**src/rtl/audp_pkg.sv**
```systemverilog
// Shared constants and types for the arithmetic unit datapath
package audp_pkg;
  localparam int WORD_W = 24;
  localparam int OP_W   = 2;
  localparam int ADR_W  = 15;
  localparam int CLK_MHZ_X10 = 200;
  // Execution times in tenths of a microsecond
  localparam int T_ADD_US_X10 = 32;
  localparam int T_MPY_MIN_US_X10 = 89;
  localparam int T_MPY_MAX_US_X10 = 121;
  localparam int T_DVD_US_X10 = 137;
  // Cycle counts at 20 MHz: tenths of us times 2
  localparam int CY_ADD = T_ADD_US_X10 * CLK_MHZ_X10 / 100;
  localparam int CY_MPY_MIN = T_MPY_MIN_US_X10 * CLK_MHZ_X10 / 100;
  localparam int CY_MPY_MAX = T_MPY_MAX_US_X10 * CLK_MHZ_X10 / 100;
  localparam int CY_DVD = T_DVD_US_X10 * CLK_MHZ_X10 / 100;
  localparam int CNT_W = 9;
  localparam logic [OP_W-1:0] OP_ADD = 2'h0;
  localparam logic [OP_W-1:0] OP_SUB = 2'h1;
  localparam logic [OP_W-1:0] OP_MPY = 2'h2;
  localparam logic [OP_W-1:0] OP_DVD = 2'h3;
  localparam logic [ADR_W-1:0] PC_RESET = 15'h0000;
  typedef struct packed {
    logic [OP_W-1:0]   op;
    logic [WORD_W-1:0] opnd;
  } audp_instr_t;
  typedef struct packed {
    logic [WORD_W-1:0] hi;
    logic [WORD_W-1:0] lo;
  } audp_dword_t;
  typedef enum logic [3:0] {
    ST_FETCH = 4'h1,
    ST_WAIT  = 4'h2,
    ST_EXEC  = 4'h4,
    ST_DONE  = 4'h8
  } audp_state_t;
endpackage : audp_pkg

```
**src/rtl/audp_core.sv**
```systemverilog
// Arithmetic unit: fetch sequencing and timed arithmetic execution
// Summary of operation
// RL1: fetch consecutive words, then execute each
// RL2: add or subtract takes 3.2 us
// RL3: add/subtract on single 24-bit words
// RL4: multiply takes 8.9 to 12.1 us
// RL5: signed multiply gives 46 bits plus sign
// RL6: divide takes 13.7 us
// RL7: double dividend gives quotient and remainder
// RL8: bit 23 is sign and MSB
// RL9: two's complement fixed-point binary arithmetic
// RL10: busy held across execution, fetch after
`timescale 1ns/1ps
`default_nettype none
module audp_core (
  // Clock and reset
  input  wire logic                         i_clk,
  input  wire logic                         i_reset_n,
  // Core memory
  output logic                              o_mem_rd,
  output logic [audp_pkg::ADR_W-1:0]        o_mem_addr,
  input  wire logic                         i_mem_ack,
  input  wire audp_pkg::audp_instr_t        i_mem_data,
  // Status and results
  output logic                              o_busy,
  output logic [audp_pkg::WORD_W-1:0]       o_acc,
  output logic [audp_pkg::WORD_W-1:0]       o_mq,
  output logic                              o_overflow,
  output logic                              o_done
);
  localparam int W = audp_pkg::WORD_W;
  audp_pkg::audp_state_t       state_q;
  logic [audp_pkg::ADR_W-1:0]  pc_q;
  audp_pkg::audp_instr_t       ir_q;
  logic [audp_pkg::CNT_W-1:0]  cnt_q;
  logic [audp_pkg::CNT_W-1:0]  target_q;
  logic [W-1:0]                acc_q;
  logic [W-1:0]                mq_q;
  logic                        ovf_q;
  logic                        md_start;
  logic                        md_done;
  audp_pkg::audp_dword_t       md_res;
  audp_pkg::audp_dword_t       md_keep_q;
  logic                        md_have_q;
  logic [W:0]                  sum;
  logic [W-1:0]                addend;
  logic [4:0]                  ones;
  logic [audp_pkg::CNT_W-1:0]  mpy_len;
  logic                        is_md;
  logic                        fin;

  // RL3 single-length add or subtract
  assign addend = (ir_q.op == audp_pkg::OP_SUB) ? ~ir_q.opnd : ir_q.opnd;
  assign sum = {1'b0, acc_q} + {1'b0, addend}
             + {24'h0, (ir_q.op == audp_pkg::OP_SUB)};
  assign is_md = ir_q.op[1];
  assign md_start = (state_q == audp_pkg::ST_WAIT) && i_mem_ack;

  // RL4 length grows with multiplier one bits, within bounds
  always_comb begin
    ones = 5'h00;
    for (int k = 0; k < W; k++)
      ones = ones + {4'h0, acc_q[k]};
    mpy_len = 9'(audp_pkg::CY_MPY_MIN) + 9'(ones)
            + {5'h00, ones[4:1]} + {6'h00, ones[4:2]};
    if (mpy_len > 9'(audp_pkg::CY_MPY_MAX))
      mpy_len = 9'(audp_pkg::CY_MPY_MAX);
  end

  audp_muldiv u_muldiv (
    .i_clk     (i_clk),
    .i_reset_n (i_reset_n),
    .i_start   (md_start && i_mem_data.op[1]),
    // Mode follows the word being taken, not the previous instruction
    .i_div     (md_start ? (i_mem_data.op == audp_pkg::OP_DVD)
                : (ir_q.op == audp_pkg::OP_DVD)),
    .i_hi      (acc_q),
    .i_lo      (i_mem_data.op == audp_pkg::OP_DVD || !md_start
                ? mq_q : acc_q),
    .i_opnd    (i_mem_data.opnd),
    .o_done    (md_done),
    .o_res     (md_res)
  );

  assign fin = (state_q == audp_pkg::ST_EXEC) && (cnt_q == target_q)
             && (!is_md || md_have_q || md_done);

  // RL1 fetch and execute sequencing
  always_ff @(posedge i_clk or negedge i_reset_n) begin
    if (!i_reset_n) begin
      state_q <= audp_pkg::ST_FETCH;
    end else begin
      unique case (state_q)
        audp_pkg::ST_FETCH: state_q <= audp_pkg::ST_WAIT;
        audp_pkg::ST_WAIT: begin
          if (i_mem_ack)
            state_q <= audp_pkg::ST_EXEC;
        end
        audp_pkg::ST_EXEC: begin
          if (fin)
            state_q <= audp_pkg::ST_DONE;
        end
        audp_pkg::ST_DONE: state_q <= audp_pkg::ST_FETCH;
      endcase
    end
  end

  // RL1 consecutive addresses
  always_ff @(posedge i_clk or negedge i_reset_n) begin
    if (!i_reset_n) begin
      pc_q <= audp_pkg::PC_RESET;
      ir_q <= '0;
    end else if (md_start || (state_q == audp_pkg::ST_WAIT && i_mem_ack)) begin
      ir_q <= i_mem_data;
      pc_q <= pc_q + 15'h0001;
    end
  end

  // RL2 RL4 RL6 execution timing
  always_ff @(posedge i_clk or negedge i_reset_n) begin
    if (!i_reset_n) begin
      cnt_q    <= 9'h000;
      target_q <= 9'h000;
    end else if (state_q == audp_pkg::ST_WAIT) begin
      cnt_q <= 9'h002;
      unique case (i_mem_data.op)
        audp_pkg::OP_ADD, audp_pkg::OP_SUB:
          target_q <= 9'(audp_pkg::CY_ADD);
        audp_pkg::OP_MPY: target_q <= mpy_len;
        audp_pkg::OP_DVD: target_q <= 9'(audp_pkg::CY_DVD);
      endcase
    end else if (state_q == audp_pkg::ST_EXEC && cnt_q != target_q) begin
      cnt_q <= cnt_q + 9'h001;
    end
  end

  always_ff @(posedge i_clk or negedge i_reset_n) begin
    if (!i_reset_n) begin
      md_have_q <= 1'b0;
      md_keep_q <= '0;
    end else if (md_start) begin
      md_have_q <= 1'b0;
    end else if (md_done) begin
      md_have_q <= 1'b1;
      md_keep_q <= md_res;
    end
  end

  // RL8 RL9 result write-back, sign in bit 23
  always_ff @(posedge i_clk or negedge i_reset_n) begin
    if (!i_reset_n) begin
      acc_q <= 24'h0;
      mq_q  <= 24'h0;
      ovf_q <= 1'b0;
    end else if (fin) begin
      if (!is_md) begin
        acc_q <= sum[W-1:0];
        ovf_q <= (acc_q[W-1] == addend[W-1]) && (sum[W-1] != acc_q[W-1]);
      end else begin
        acc_q <= md_have_q ? md_keep_q.hi : md_res.hi;
        mq_q  <= md_have_q ? md_keep_q.lo : md_res.lo;
        ovf_q <= 1'b0;
      end
    end
  end

  // RL10 busy until result is complete
  assign o_busy = (state_q == audp_pkg::ST_EXEC);
  assign o_mem_rd = (state_q == audp_pkg::ST_WAIT);
  assign o_mem_addr = pc_q;
  assign o_acc = acc_q;
  assign o_mq = mq_q;
  assign o_overflow = ovf_q;
  assign o_done = (state_q == audp_pkg::ST_DONE);

  // Assertions
  logic [audp_pkg::CNT_W-1:0] busy_len_q;
  always_ff @(posedge i_clk or negedge i_reset_n) begin
    if (!i_reset_n)
      busy_len_q <= 9'h000;
    else if (o_busy)
      busy_len_q <= busy_len_q + 9'h001;
    else
      busy_len_q <= 9'h000;
  end

  AST_ADD_TIME: assert property (@(posedge i_clk) disable iff (!i_reset_n) // RL2
    ($fell(o_busy) && !is_md) |-> busy_len_q == 9'(audp_pkg::CY_ADD - 1))
    else $error("add time wrong");
  AST_MPY_TIME: assert property (@(posedge i_clk) disable iff (!i_reset_n) // RL4
    ($fell(o_busy) && ir_q.op == audp_pkg::OP_MPY) |->
    (busy_len_q >= 9'(audp_pkg::CY_MPY_MIN - 1)
     && busy_len_q <= 9'(audp_pkg::CY_MPY_MAX - 1)))
    else $error("multiply time out of range");
  AST_DVD_TIME: assert property (@(posedge i_clk) disable iff (!i_reset_n) // RL6
    ($fell(o_busy) && ir_q.op == audp_pkg::OP_DVD) |->
    busy_len_q == 9'(audp_pkg::CY_DVD - 1))
    else $error("divide time wrong");
  AST_FETCH_SEQ: assert property (@(posedge i_clk) disable iff (!i_reset_n) // RL1
    (o_mem_rd && i_mem_ack) |=> o_mem_addr == $past(o_mem_addr) + 15'h0001)
    else $error("fetch address not consecutive");
  AST_NO_FETCH_BUSY: assert property (@(posedge i_clk) disable iff (!i_reset_n) // RL10
    o_busy |-> !o_mem_rd)
    else $error("fetch while busy");
  AST_DONE_AFTER: assert property (@(posedge i_clk) disable iff (!i_reset_n) // RL10
    $fell(o_busy) |-> o_done ##2 o_mem_rd ##0 !o_busy)
    else $error("no done after busy");
  AST_ADD_RES: assert property (@(posedge i_clk) disable iff (!i_reset_n) // RL3
    (fin && ir_q.op == audp_pkg::OP_ADD) |=>
    o_acc == 24'($past(acc_q) + $past(ir_q.opnd)))
    else $error("sum wrong");
  AST_SUB_RES: assert property (@(posedge i_clk) disable iff (!i_reset_n) // RL9
    (fin && ir_q.op == audp_pkg::OP_SUB) |=>
    o_acc == 24'($past(acc_q) - $past(ir_q.opnd)))
    else $error("difference wrong");
  AST_OVF_SIGN: assert property (@(posedge i_clk) disable iff (!i_reset_n) // RL8
    (fin && !is_md) |=> o_overflow == ((o_acc[W-1] ^ $past(acc_q[W-1]))
      & ~($past(acc_q[W-1]) ^ $past(ir_q.opnd[W-1]) ^ $past(ir_q.op[0]))))
    else $error("overflow flag wrong");
  AST_MUL_RES: assert property (@(posedge i_clk) disable iff (!i_reset_n) // RL5
    (fin && ir_q.op == audp_pkg::OP_MPY) |=>
    {o_acc, o_mq} == 48'($signed($past(acc_q))
                         * $signed($past(ir_q.opnd))))
    else $error("product wrong");
  AST_DIV_DONE: assert property (@(posedge i_clk) disable iff (!i_reset_n) // RL7
    (md_start && i_mem_data.op == audp_pkg::OP_DVD) |-> ##[20:30] md_have_q)
    else $error("divide engine late");
  AST_DIV_RES: assert property (@(posedge i_clk) disable iff (!i_reset_n) // RL7
    (fin && ir_q.op == audp_pkg::OP_DVD) |=>
    {$past(acc_q), $past(mq_q)} == 48'($signed(o_mq)
      * $signed($past(ir_q.opnd)) + $signed(o_acc)))
    else $error("quotient and remainder inconsistent");
endmodule : audp_core
`default_nettype wire

```
**src/rtl/audp_muldiv.sv**
```systemverilog
// Sequential signed multiply and divide engine, one step per cycle
`timescale 1ns/1ps
`default_nettype none
module audp_muldiv (
  // Clock and reset
  input  wire logic                       i_clk,
  input  wire logic                       i_reset_n,
  // Request
  input  wire logic                       i_start,
  input  wire logic                       i_div,
  input  wire logic [audp_pkg::WORD_W-1:0] i_hi,
  input  wire logic [audp_pkg::WORD_W-1:0] i_lo,
  input  wire logic [audp_pkg::WORD_W-1:0] i_opnd,
  // Result
  output logic                            o_done,
  output audp_pkg::audp_dword_t           o_res
);
  localparam int W = audp_pkg::WORD_W;
  logic [4:0]       step_q;
  logic             run_q;
  logic [2*W-1:0]   acc_q;
  logic [W-1:0]     mag_q;
  logic             neg_q;
  logic             rneg_q;
  logic [W:0]       trial;
  logic [2*W-1:0]   acc_d;
  logic [2*W-1:0]   dmag;
  logic [W-1:0]     qmag;
  logic [W-1:0]     rmag;
  // RL9 two's complement magnitudes
  assign dmag = i_hi[W-1] ? (~{i_hi, i_lo} + 48'h1) : {i_hi, i_lo};
  assign trial = acc_q[2*W-1:W-1] - {1'b0, mag_q};
  // Results come from the step being taken, so the last bit is not lost
  assign qmag = acc_d[W-1:0];
  assign rmag = acc_d[2*W-1:W];

  always_comb begin
    acc_d = acc_q;
    if (i_div) begin
      // RL7 restoring divide step, shift then trial subtract
      if (acc_q[2*W-1] || !trial[W])
        acc_d = {trial[W-1:0], acc_q[W-2:0], 1'b1};
      else
        acc_d = {acc_q[2*W-2:0], 1'b0};
    end else begin
      // RL5 shift-add multiply step
      acc_d = {(acc_q[0] ? {1'b0, acc_q[2*W-1:W]} + {1'b0, mag_q}
                         : {1'b0, acc_q[2*W-1:W]}), acc_q[W-1:1]};
    end
  end

  always_ff @(posedge i_clk or negedge i_reset_n) begin
    if (!i_reset_n) begin
      run_q  <= 1'b0;
      step_q <= 5'h00;
      acc_q  <= 48'h0;
      mag_q  <= 24'h0;
      neg_q  <= 1'b0;
      rneg_q <= 1'b0;
      o_done <= 1'b0;
      o_res  <= '0;
    end else begin
      o_done <= 1'b0;
      if (i_start) begin
        run_q  <= 1'b1;
        step_q <= 5'h00;
        mag_q  <= i_opnd[W-1] ? (~i_opnd + 24'h1) : i_opnd;
        if (i_div) begin
          acc_q  <= dmag;
          neg_q  <= i_hi[W-1] ^ i_opnd[W-1];
          rneg_q <= i_hi[W-1];
        end else begin
          acc_q  <= {24'h0, (i_lo[W-1] ? (~i_lo + 24'h1) : i_lo)};
          neg_q  <= i_lo[W-1] ^ i_opnd[W-1];
          rneg_q <= 1'b0;
        end
      end else if (run_q) begin
        step_q <= step_q + 5'h01;
        acc_q  <= acc_d;
        if (step_q == 5'(W - 1)) begin
          run_q  <= 1'b0;
          o_done <= 1'b1;
          if (i_div) begin
            o_res.lo <= neg_q ? (~qmag + 24'h1) : qmag;
            o_res.hi <= rneg_q ? (~rmag + 24'h1) : rmag;
          end else begin
            o_res <= neg_q ? (~acc_d + 48'h1) : acc_d;
          end
        end
      end
    end
  end
endmodule : audp_muldiv
`default_nettype wire

```
**config.mk**
```make
export PLATFORM = sky130hd
export DESIGN_NAME = audp_core
export DESIGN_NICKNAME = d
export VERILOG_FILES = /design/src/rtl/audp_pkg.sv /design/src/rtl/audp_core.sv /design/src/rtl/audp_muldiv.sv
export SDC_FILE = /design/constraint.sdc
export NUM_CORES = 1
export LEC_CHECK = 0
export BUFFER_PORTS_ARGS = -buffer_cell sky130_fd_sc_hd__buf_2
export CAP_MARGIN = 40
export CELL_PAD_IN_SITES_DETAIL_PLACEMENT = 0
export CELL_PAD_IN_SITES_GLOBAL_PLACEMENT = 1
export CORE_ASPECT_RATIO = 0.7
export CORE_MARGIN = 2
export CORE_UTILIZATION = 40
export DETAILED_ROUTE_END_ITERATION = 8
export HOLD_SLACK_MARGIN = 0.03
export PLACE_DENSITY_LB_ADDON = 0.12
export REMOVE_ABC_BUFFERS = 1
export SETUP_SLACK_MARGIN = 0.15
export SLEW_MARGIN = 20
export SYNTH_ARGS = -nofsm -noshare
export SYNTH_HDL_FRONTEND = slang
export SYNTH_SLANG_ARGS = --single-unit
```
**constraint.sdc**
```tcl
create_clock -name i_clk -period 20.5 [get_ports i_clk]
set_input_delay 6.15 -clock i_clk [delete_from_list [all_inputs] [get_ports i_clk]]
set_output_delay 6.15 -clock i_clk [all_outputs]
set_load 0.005 [all_outputs]
```
==> results of run 1 <==
worst max-delay path, delay by kind of cell:
family	cells	cell delay [ns]
mux	1	0.29
simple gates	8	2.11
xor+xnor	1	0.17
fa+ha+maj	1	0.22
buf+inv	3	0.84
compound gates	4	0.91
stage by stage:
step | hold WS (ns) | power (mW)
after CTS | 0.458 | 4.82
after floorplan | 0.404 | 3.12
after detailed placement | 0.450 | 4.14
after global routing | 0.493 | 5.26
after global placement | 0.419 | 4.10
final | 0.459 | 4.87
sequential cells by signal (all words and copies together) (netlist names):
register         count
o_acc               24
o_mem_addr          15
o_overflow           1
u_muldiv.o_res      48
ir_q                26
u_muldiv.step_q      5
state_q              4
u_muldiv.neg_q       1
md_keep_q           48
cnt_q                9
u_muldiv.mag_q      24
o_mq                24
u_muldiv.rneg_q      1
u_muldiv.acc_q      48
u_muldiv.run_q       1
target_q             9
u_muldiv.o_done      1
md_have_q            1
synthesized netlist by cell type (8+ instances only):
cell type / count / area (sq um)
xor2_1: 69 / 604
o211ai_1: 41 / 308
o41ai_1: 8 / 70.1
and2_1: 15 / 93.8
mux2i_1: 90 / 901
a21oi_1: 170 / 851
buf_2: 9 / 45.0
a211oi_1: 15 / 113
o21ai_0: 212 / 1060
mux2_2: 58 / 653
nand4_1: 20 / 125
o31ai_1: 27 / 203
buf_1: 14 / 52.6
dfrtp_1: 289 / 7230
xnor2_1: 148 / 1300
o21ai_1: 21 / 105
fa_1: 23 / 460
nor2b_1: 16 / 100
o21a_1: 21 / 158
ha_1: 93 / 1160
and3_1: 20 / 125
or3_1: 31 / 194
o31a_1: 9 / 78.8
or2_2: 8 / 50.1
nand3_1: 34 / 170
nor2_1: 192 / 721
a31oi_1: 30 / 188
nand2b_1: 21 / 131
nor4_1: 22 / 138
clkbuf_1: 96 / 360
nor3_1: 44 / 220
o21bai_1: 11 / 82.6
a21o_1: 30 / 225
inv_1: 109 / 409
nand2_1: 367 / 1380
cell usage in the layout (no fill, tap or decap), types with 22 or more instances in the layout:
| cell | instances |
|---|---|
| or3_1 | 30 |
| xor2_1 | 69 |
| nand2_1 | 366 |
| a21oi_1 | 170 |
| inv_1 | 109 |
| nor3_1 | 44 |
| o211ai_1 | 41 |
| nor2_1 | 191 |
| clkbuf_16 | 36 |
| a31oi_1 | 30 |
| dfrtp_1 | 287 |
| ha_1 | 93 |
| xnor2_1 | 148 |
| fa_1 | 23 |
| buf_4 | 31 |
| buf_2 | 97 |
| a21o_1 | 30 |
| o21ai_0 | 212 |
| mux2_2 | 58 |
| mux2i_1 | 90 |
| o31ai_1 | 27 |
| nand3_1 | 34 |
| nor4_1 | 22 |
final timing paths:
kind	startpoint	end	slack, ns	cells after the start
setup / recovery	i_mem_data[25]	u_muldiv.o_res[42]	10.18	18
hold / removal	state_q[1]	state_q[0]	0.46	1
setup reg to reg	o_acc[23]	target_q[2]	13.20	25
hold reg to reg	state_q[1]	state_q[0]	0.46	1
max in group asynchronous	i_reset_n	u_muldiv.run_q	13.60	3
min in group asynchronous	i_reset_n	u_muldiv.mag_q[20]	5.59	1
final cells by class:
| cell class | count | area (sq um) | area share (%) |
|---|---|---|---|
| Clock buffer | 47 | 982 | 4.08 |
| Clock inverter | 16 | 210 | 0.874 |
| Inverter | 112 | 420 | 1.75 |
| Multi-Input combinational cell | 2008 | 13400 | 55.5 |
| Sequential cell | 290 | 7260 | 30.2 |
| Tap cell | 730 | 913 | 3.80 |
| Timing Repair Buffer | 137 | 902 | 3.75 |
metal layers:
layer  track usage [%]  up-vias
met4              4.65        2
met1              45.3     9603
met5                 0        -
met2              37.3      712
li1                  -     9092
met3              6.36       89
power groups by stage:
stage	clock network, mW	logic (mW)	registers (mW)
after CTS	0.674	3.13	1.02
after global routing	0.698	3.51	1.05
final	0.660	3.17	1.03
after global placement	0	3.07	1.03
after detailed placement	0	3.11	1.03
after floorplan	0	2.18	0.941
cell families (layout without fill, tap and decap cells):
kind of cell / after synthesis / in the layout
AND/OR/NAND/NOR: 835 / 835
AO/OA/AOI/OAI: 691 / 691
flip-flops: 290 / 290
buffers and inverters: 237 / 312
XOR/XNOR: 217 / 217
multiplexers: 149 / 149
adder cells (fa/ha/maj): 116 / 116
==> out/metrics.csv, run 1 <==
metric,value,unit
internal power,2.33,mW
Root Buffer,clkbuf_16,
max_cap viols,0,
detailed-route DRC error count,0,
share of synthesized registers carrying an async set or reset,100,%
slowest library cell on the worst path,nor2_1,
Sw Ratio,52.0,%
Clock Tree Buf Depth,3,
Final setup violation count,0,
initial antenna violation count,2,
count of H-tree levels built during CTS,2,
P_sw,2.53,mW
count of input and output buffers,95,
Die Y-Extent,198,microns
pwr dens,202,mW/mm^2
number of placement rows,71,
diodes inserted,0,
Post-synth EDFFs,0,
Synth Area in Adders,7.54,%
core area,0.0535,sq mm
multiplexer fraction of the synthesized cell area,7.32,%
delay contributed by the slowest stage of the critical path,0.51,ns
CTS tree,yes,
total vias in the final route,19498,
signed area change from the synthesized netlist to the final layout,11.7,%
dpl ws,9.67,ns
maximum number of pins on one net before global-route repair,75,
Starting Density,40.3,%
time the worst path needs with I/O delays and setup,10.32,ns
Setup Crit Path Kind,input port to register,
largest fanout on the critical path,41,
number of instances in the synthesized netlist,2535,
sort of element at the end of the critical path,register,
class of the worst hold path,register to register,
top achievable clock speed,96.9,MHz
fin cells,3340,
number of failing hold endpoints at the final stage,0,
simple-gate area share of the yosys netlist,17.9,%
total negative slack,0,ns
first-pass GRT wire length,117000,microns
number of fill cells in the layout,5359,
via count of the first global-routing pass,18363,
Synth Area per Inst,8.49,sq um
share of the yosys chip area belonging to registers,33.7,%
largest family of logic cells by synthesized area,compound AO/OA/AOI/OAI gates,
Ys Warns,0,
type of origin of the critical path,input port,
area fraction in compound gates after synthesis,20.4,%
period utilization,50.3,%
"CTS clk-pin slew, worst paths",0.06,ns
run status,finished clean,
post-cts repair resize count,0,
worst slew margin relative to its limit,42.0,%
Worst EP arrival,10.72,ns
highest routed layer,met5,
global router's overall resource usage,28.0,%
mean number of vias per cell,5.84,
global route overflow,0,
Chip Width,281,microns
setup repair after global routing missed its margin,false,
area of all placed cells without fillers,0.0240,sq mm
Met3 Wirelength,7130,microns
Static Leakage,10.7,nW
met1 WL,40100,microns
share of layout cells above drive strength 1,11.6,%
number of distinct library cells after synthesis,98,
number of nets in the finished design,2729,
Die Footprint,0.0557,sq mm
final worst setup slack,10.18,ns
sink count of the clock tree,290,
DRT antenna net count,0,
number of DRC violations after detailed-routing iteration 0,1809,
clock latency on the worst-skew pair,0.55,ns
Placed Cells incl. Taps,3275,
amount of wire on met2 after detailed routing,29700,microns
post-detail-place hpwl,59700,microns
dpl cell area,0.0228,sq mm
share of the core filled with cells,45.0,%
Top Ports,96,
synthesis-stage register bit count,290,
"Cell Chain, Critical Path","buf_2, nand2_1, nor3_4, buf_4, nor2_2, buf_4, nor2_1, o21bai_1, ha_1, o21ai_1, nor4_2, nand4_1, nor3_2, nor2_1, o31ai_2, a21oi_1, xor2_1, mux2_2",
post-CTS setup buffer count,0,
pin slew with the least headroom to its limit,0.866,ns
number of buffers added by the clock tree synthesis step,35,
total wire length,78100,microns
portion of total power attributed to combinational logic,65.2,%
total standard cell area after synthesis,0.0215,sq mm
clock skew after layout,0.0381,ns
Final Max Tran Viols,0,
proportion of power drawn by the clock network,13.6,%
average wire length per cell after detail routing,23.4,microns
peak supply drop,0.0780,mV
post-synthesis xor/xnor area fraction,8.83,%
count of TritonRoute iterations in the first routing pass,6,
fraction of power consumed by sequential logic,21.2,%
hold buffers post-CTS,0,
commonest register cell after synthesis,dfrtp_1,
gp weighted congestion,0.935,
data required time at the worst endpoint,20.90,ns
No activity file was read; power rests on OpenSTA's default activity.
==> run 2: changes to the inputs <==
--- a/config.mk
+++ b/config.mk
@@ -5,6 +5,7 @@
 export SDC_FILE = /design/constraint.sdc
 export NUM_CORES = 1
 export LEC_CHECK = 0
+export ABC_AREA = 1
 export BUFFER_PORTS_ARGS = -buffer_cell sky130_fd_sc_hd__buf_2
 export CAP_MARGIN = 40
 export CELL_PAD_IN_SITES_DETAIL_PLACEMENT = 0
==> constraint.sdc (replaced) <==
create_clock -name i_clk -period 10.3 [get_ports i_clk]
set_input_delay 3.09 -clock i_clk [delete_from_list [all_inputs] [get_ports i_clk]]
set_output_delay 3.09 -clock i_clk [all_outputs]
set_load 0.005 [all_outputs]
==> run 2 against run 1 <==
Effect of this change: cell count increased by 23%; die area increased by 4.6%; synthesized cell count increased by 31%; critical path depth increased by 4; register-to-register slack got worse by 10 ns; hold slack improved by 0.022 ns; sequential cell count unchanged; utilization about the same; critical endpoint is now u_muldiv.o_res[44]; largest cell class unchanged; highest routed layer is now met4.
==> out/metrics.csv, run 2 <==
metric,value,unit,change
run status,finished clean,,unchanged
gp weighted congestion,0.946,,was 0.935
number of nets in the finished design,3504,,was 2729
number of placement rows,72,,was 71
fraction of post-synthesis cell area in the top cell type by area,32.1,%,was 33.6%
cell with the most instances after synthesis,nand2_1,,unchanged
time the worst path needs with I/O delays and setup,7.17,ns,
"CTS clk-pin slew, worst paths",0.06,ns,about the same
post-cts repair resize count,0,,unchanged
setup repair after global routing missed its margin,false,,unchanged
worst slew margin relative to its limit,35.5,%,was 42.0%
via count of the first global-routing pass,21372,,was 18363
detailed-route DRC error count,0,,unchanged
largest area contributor in the synthesized netlist,dfrtp_1,,unchanged
max_cap viols,0,,unchanged
pin slew with the least headroom to its limit,0.967,ns,was 0.866 ns
total vias in the final route,22928,,was 19498
Final Max Tran Viols,0,,unchanged
initial antenna violation count,3,,was 2
Chip Width,288,microns,was 281 microns
share of synthesized registers carrying an async set or reset,100,%,unchanged
clock skew after layout,0.0397,ns,was 0.0381 ns
hold buffers post-CTS,0,,unchanged
Starting Density,40.7,%,was 40.3%
number of buffers added by the clock tree synthesis step,35,,unchanged
Ys Warns,0,,unchanged
sink count of the clock tree,290,,unchanged
Placed Cells incl. Taps,4059,,was 3275
DRT antenna net count,0,,unchanged
worst-case hold path end point,o_mem_addr[14],,was state_q[0]
fin cells,4123,,was 3340
most common library cells after synthesis,"958 x nand2_1, 414 x inv_1, 320 x o21ai_0, 289 x dfrtp_1, 254 x nor2_1",,"was 367 x nand2_1, 289 x dfrtp_1, 212 x o21ai_0, 192 x nor2_1, 170 x a21oi_1"
Top Registers,"md_keep_q (48), u_muldiv.acc_q (48), u_muldiv.o_res (48)",,unchanged
signed area change from the synthesized netlist to the final layout,10.5,%,was 11.7%
start point of the worst min-delay path,o_mem_addr[14],,was state_q[1]
commonest register cell after synthesis,dfrtp_1,,unchanged
clock latency on the worst-skew pair,0.57,ns,was 0.55 ns
final worst setup slack,3.13,ns,was 10.18 ns
period utilization,69.6,%,
total negative slack,0,ns,unchanged
total wire length,93100,microns,was 78100 microns
Clock Tree Buf Depth,3,,unchanged
post-CTS setup buffer count,0,,unchanged
most frequent standard cell in the layout excluding fill and tap cells,nand2_1,,unchanged
largest fanout on the critical path,53,,was 41
count of TritonRoute iterations in the first routing pass,7,,was 6
post-detail-place hpwl,72100,microns,was 59700 microns
core area,0.0554,sq mm,was 0.0535 sq mm
CTS tree,yes,,unchanged
share of the yosys chip area belonging to registers,32.2,%,was 33.7%
Die Footprint,0.0583,sq mm,was 0.0557 sq mm
Final setup violation count,0,,unchanged
average wire length per cell after detail routing,22.6,microns,was 23.4 microns
total standard cell area after synthesis,0.0225,sq mm,was 0.0215 sq mm
Top Ports,96,,unchanged
Die Y-Extent,203,microns,was 198 microns
"leading cell types in the layout, fill and taps excluded","955 x nand2_1, 414 x inv_1, 320 x o21ai_0, 288 x dfrtp_1, 253 x nor2_1",,"was 366 x nand2_1, 287 x dfrtp_1, 212 x o21ai_0, 191 x nor2_1, 170 x a21oi_1"
dpl cell area,0.0237,sq mm,was 0.0228 sq mm
number of cells traversed by the worst hold path,1,,unchanged
synthesis-stage register bit count,290,,unchanged
Root Buffer,clkbuf_16,,unchanged
count of H-tree levels built during CTS,2,,unchanged
dpl ws,2.67,ns,was 9.67 ns
leading cell types by total area after synthesis,"dfrtp_1 32%, nand2_1 16%, o21ai_0 7.1%",,"was dfrtp_1 34%, nand2_1 6.4%, xnor2_1 6.0%"
Worst EP arrival,7.59,ns,was 10.72 ns
diodes inserted,0,,unchanged
area of all placed cells without fillers,0.0249,sq mm,was 0.0240 sq mm
class of the worst hold path,register to register,,unchanged
mean number of vias per cell,5.56,,was 5.84
number of failing hold endpoints at the final stage,0,,unchanged
number of instances in the synthesized netlist,3310,,was 2535
number of DRC violations after detailed-routing iteration 0,2216,,was 1809
share of layout cells above drive strength 1,7.89,%,was 11.6%
count of input and output buffers,95,,unchanged
maximum number of pins on one net before global-route repair,159,,was 75
type of origin of the critical path,input port,,unchanged
Reg2Reg Setup Slack,3.20,ns,was 13.20 ns
number of distinct library cells after synthesis,57,,was 98
global router's overall resource usage,32.0,%,was 28.0%
sort of element at the end of the critical path,register,,unchanged
worst r2r src,o_acc[11],,was o_acc[23]
top achievable clock speed,140,MHz,
number of fill cells in the layout,5824,,was 5359
global route overflow,0,,unchanged
Post-synth EDFFs,0,,unchanged
Synth Area per Inst,6.81,sq um,was 8.49 sq um
Setup Crit Path Kind,input port to register,,unchanged
data required time at the worst endpoint,10.72,ns,was 20.90 ns
first-pass GRT wire length,139000,microns,was 117000 microns
capturing point of the worst reg2reg path,target_q[1],,was target_q[2]
Register-to-Register Path Depth,21,,was 25
==> run 2: cell count changes after synthesis, moves of 31 or more <==
cell	before	now
o21ai_0	212	320
o211ai_1	41	10
mux2i_1	90	23
xnor2_1	148	29
inv_1	109	414
or3_1	31	0
nand2_1	367	958
nor2_1	192	254
nand3_1	34	229
==> run 2: how the worst max path moves through the flow <==
stage,startpoint,end,slack (ns)
after detailed placement,i_mem_ack,u_muldiv.o_res[44],2.67
after CTS,o_acc[11],target_q[1],3.21
after floorplan,i_mem_ack,u_muldiv.o_res[25],2.19
after global routing,i_mem_ack,u_muldiv.o_res[36],2.70
final,i_mem_ack,u_muldiv.o_res[44],3.13
after global placement,i_mem_ack,u_muldiv.acc_q[16],2.28
==> run 2: critical path, cell delays in order <==
cell and delay (ns):
buf_2 0.12, nand3_4 0.44, clkinv_2 0.40, nand2_2 0.49
nand2_4 0.44, inv_1 0.39, a21oi_1 0.21, inv_1 0.09
ha_1 0.17, nand3_1 0.08, nor2_1 0.24, nand3_1 0.21
nor2_1 0.27, nand3_1 0.17, nor2_1 0.17, nor2_1 0.07
nor2_2 0.15, nand2_1 0.09, nand2_1 0.07, nand2_1 0.05
nand3_1 0.08, nand2_1 0.06
==> run 2: cell families (layout without fill, tap and decap cells) <==
| group | after synthesis | in the layout | synth area share, % |
|---|---|---|---|
| and+or+nand+nor | 1590 | 1590 | 29.5 |
| adders and majority gates | 116 | 116 | 7.21 |
| AOI/OAI and AO/OA | 602 | 602 | 14.5 |
| muxes | 52 | 52 | 2.47 |
| xor gates and xnor gates | 121 | 121 | 4.70 |
| buffers and inverters | 539 | 612 | 9.34 |
| DFF | 290 | 290 | 32.2 |
==> run 2: metrics by stage <==
stage / util (%) / hold slack (ns)
2_1_floorplan: - / 0.437
3_3_place_gp: 42.7 / 0.457
3_5_place_dp: 42.7 / 0.470
4_1_cts: 44.8 / 0.483
5_1_grt: 44.9 / 0.505
6_report: 44.9 / 0.481
==> run 2: cell type report <==
cell class	count	area, sq um	area share [%]
Timing Repair Buffer	124	761	3.06
Clock inverter	15	180	0.724
Multi-Input combinational cell	2481	13200	52.9
Clock buffer	46	987	3.96
Sequential cell	290	7260	29.2
Tap cell	740	926	3.72
Inverter	427	1600	6.44
==> run 2: routing by layer <==
metal  GRT usage, %  vias to the layer above  part of all wire, %
met3           7.81                       98                  9.6
met2           43.5                      885                   39
met1           50.3                    11084                   50
met4           6.29                        0                  1.7
met5              0                        -                    0
li1               -                    10861                    -
Power of run 2 is left out: the tool's default activity adds up to more than one toggle a clock period on the data nets, which glitch-free logic cannot reach.
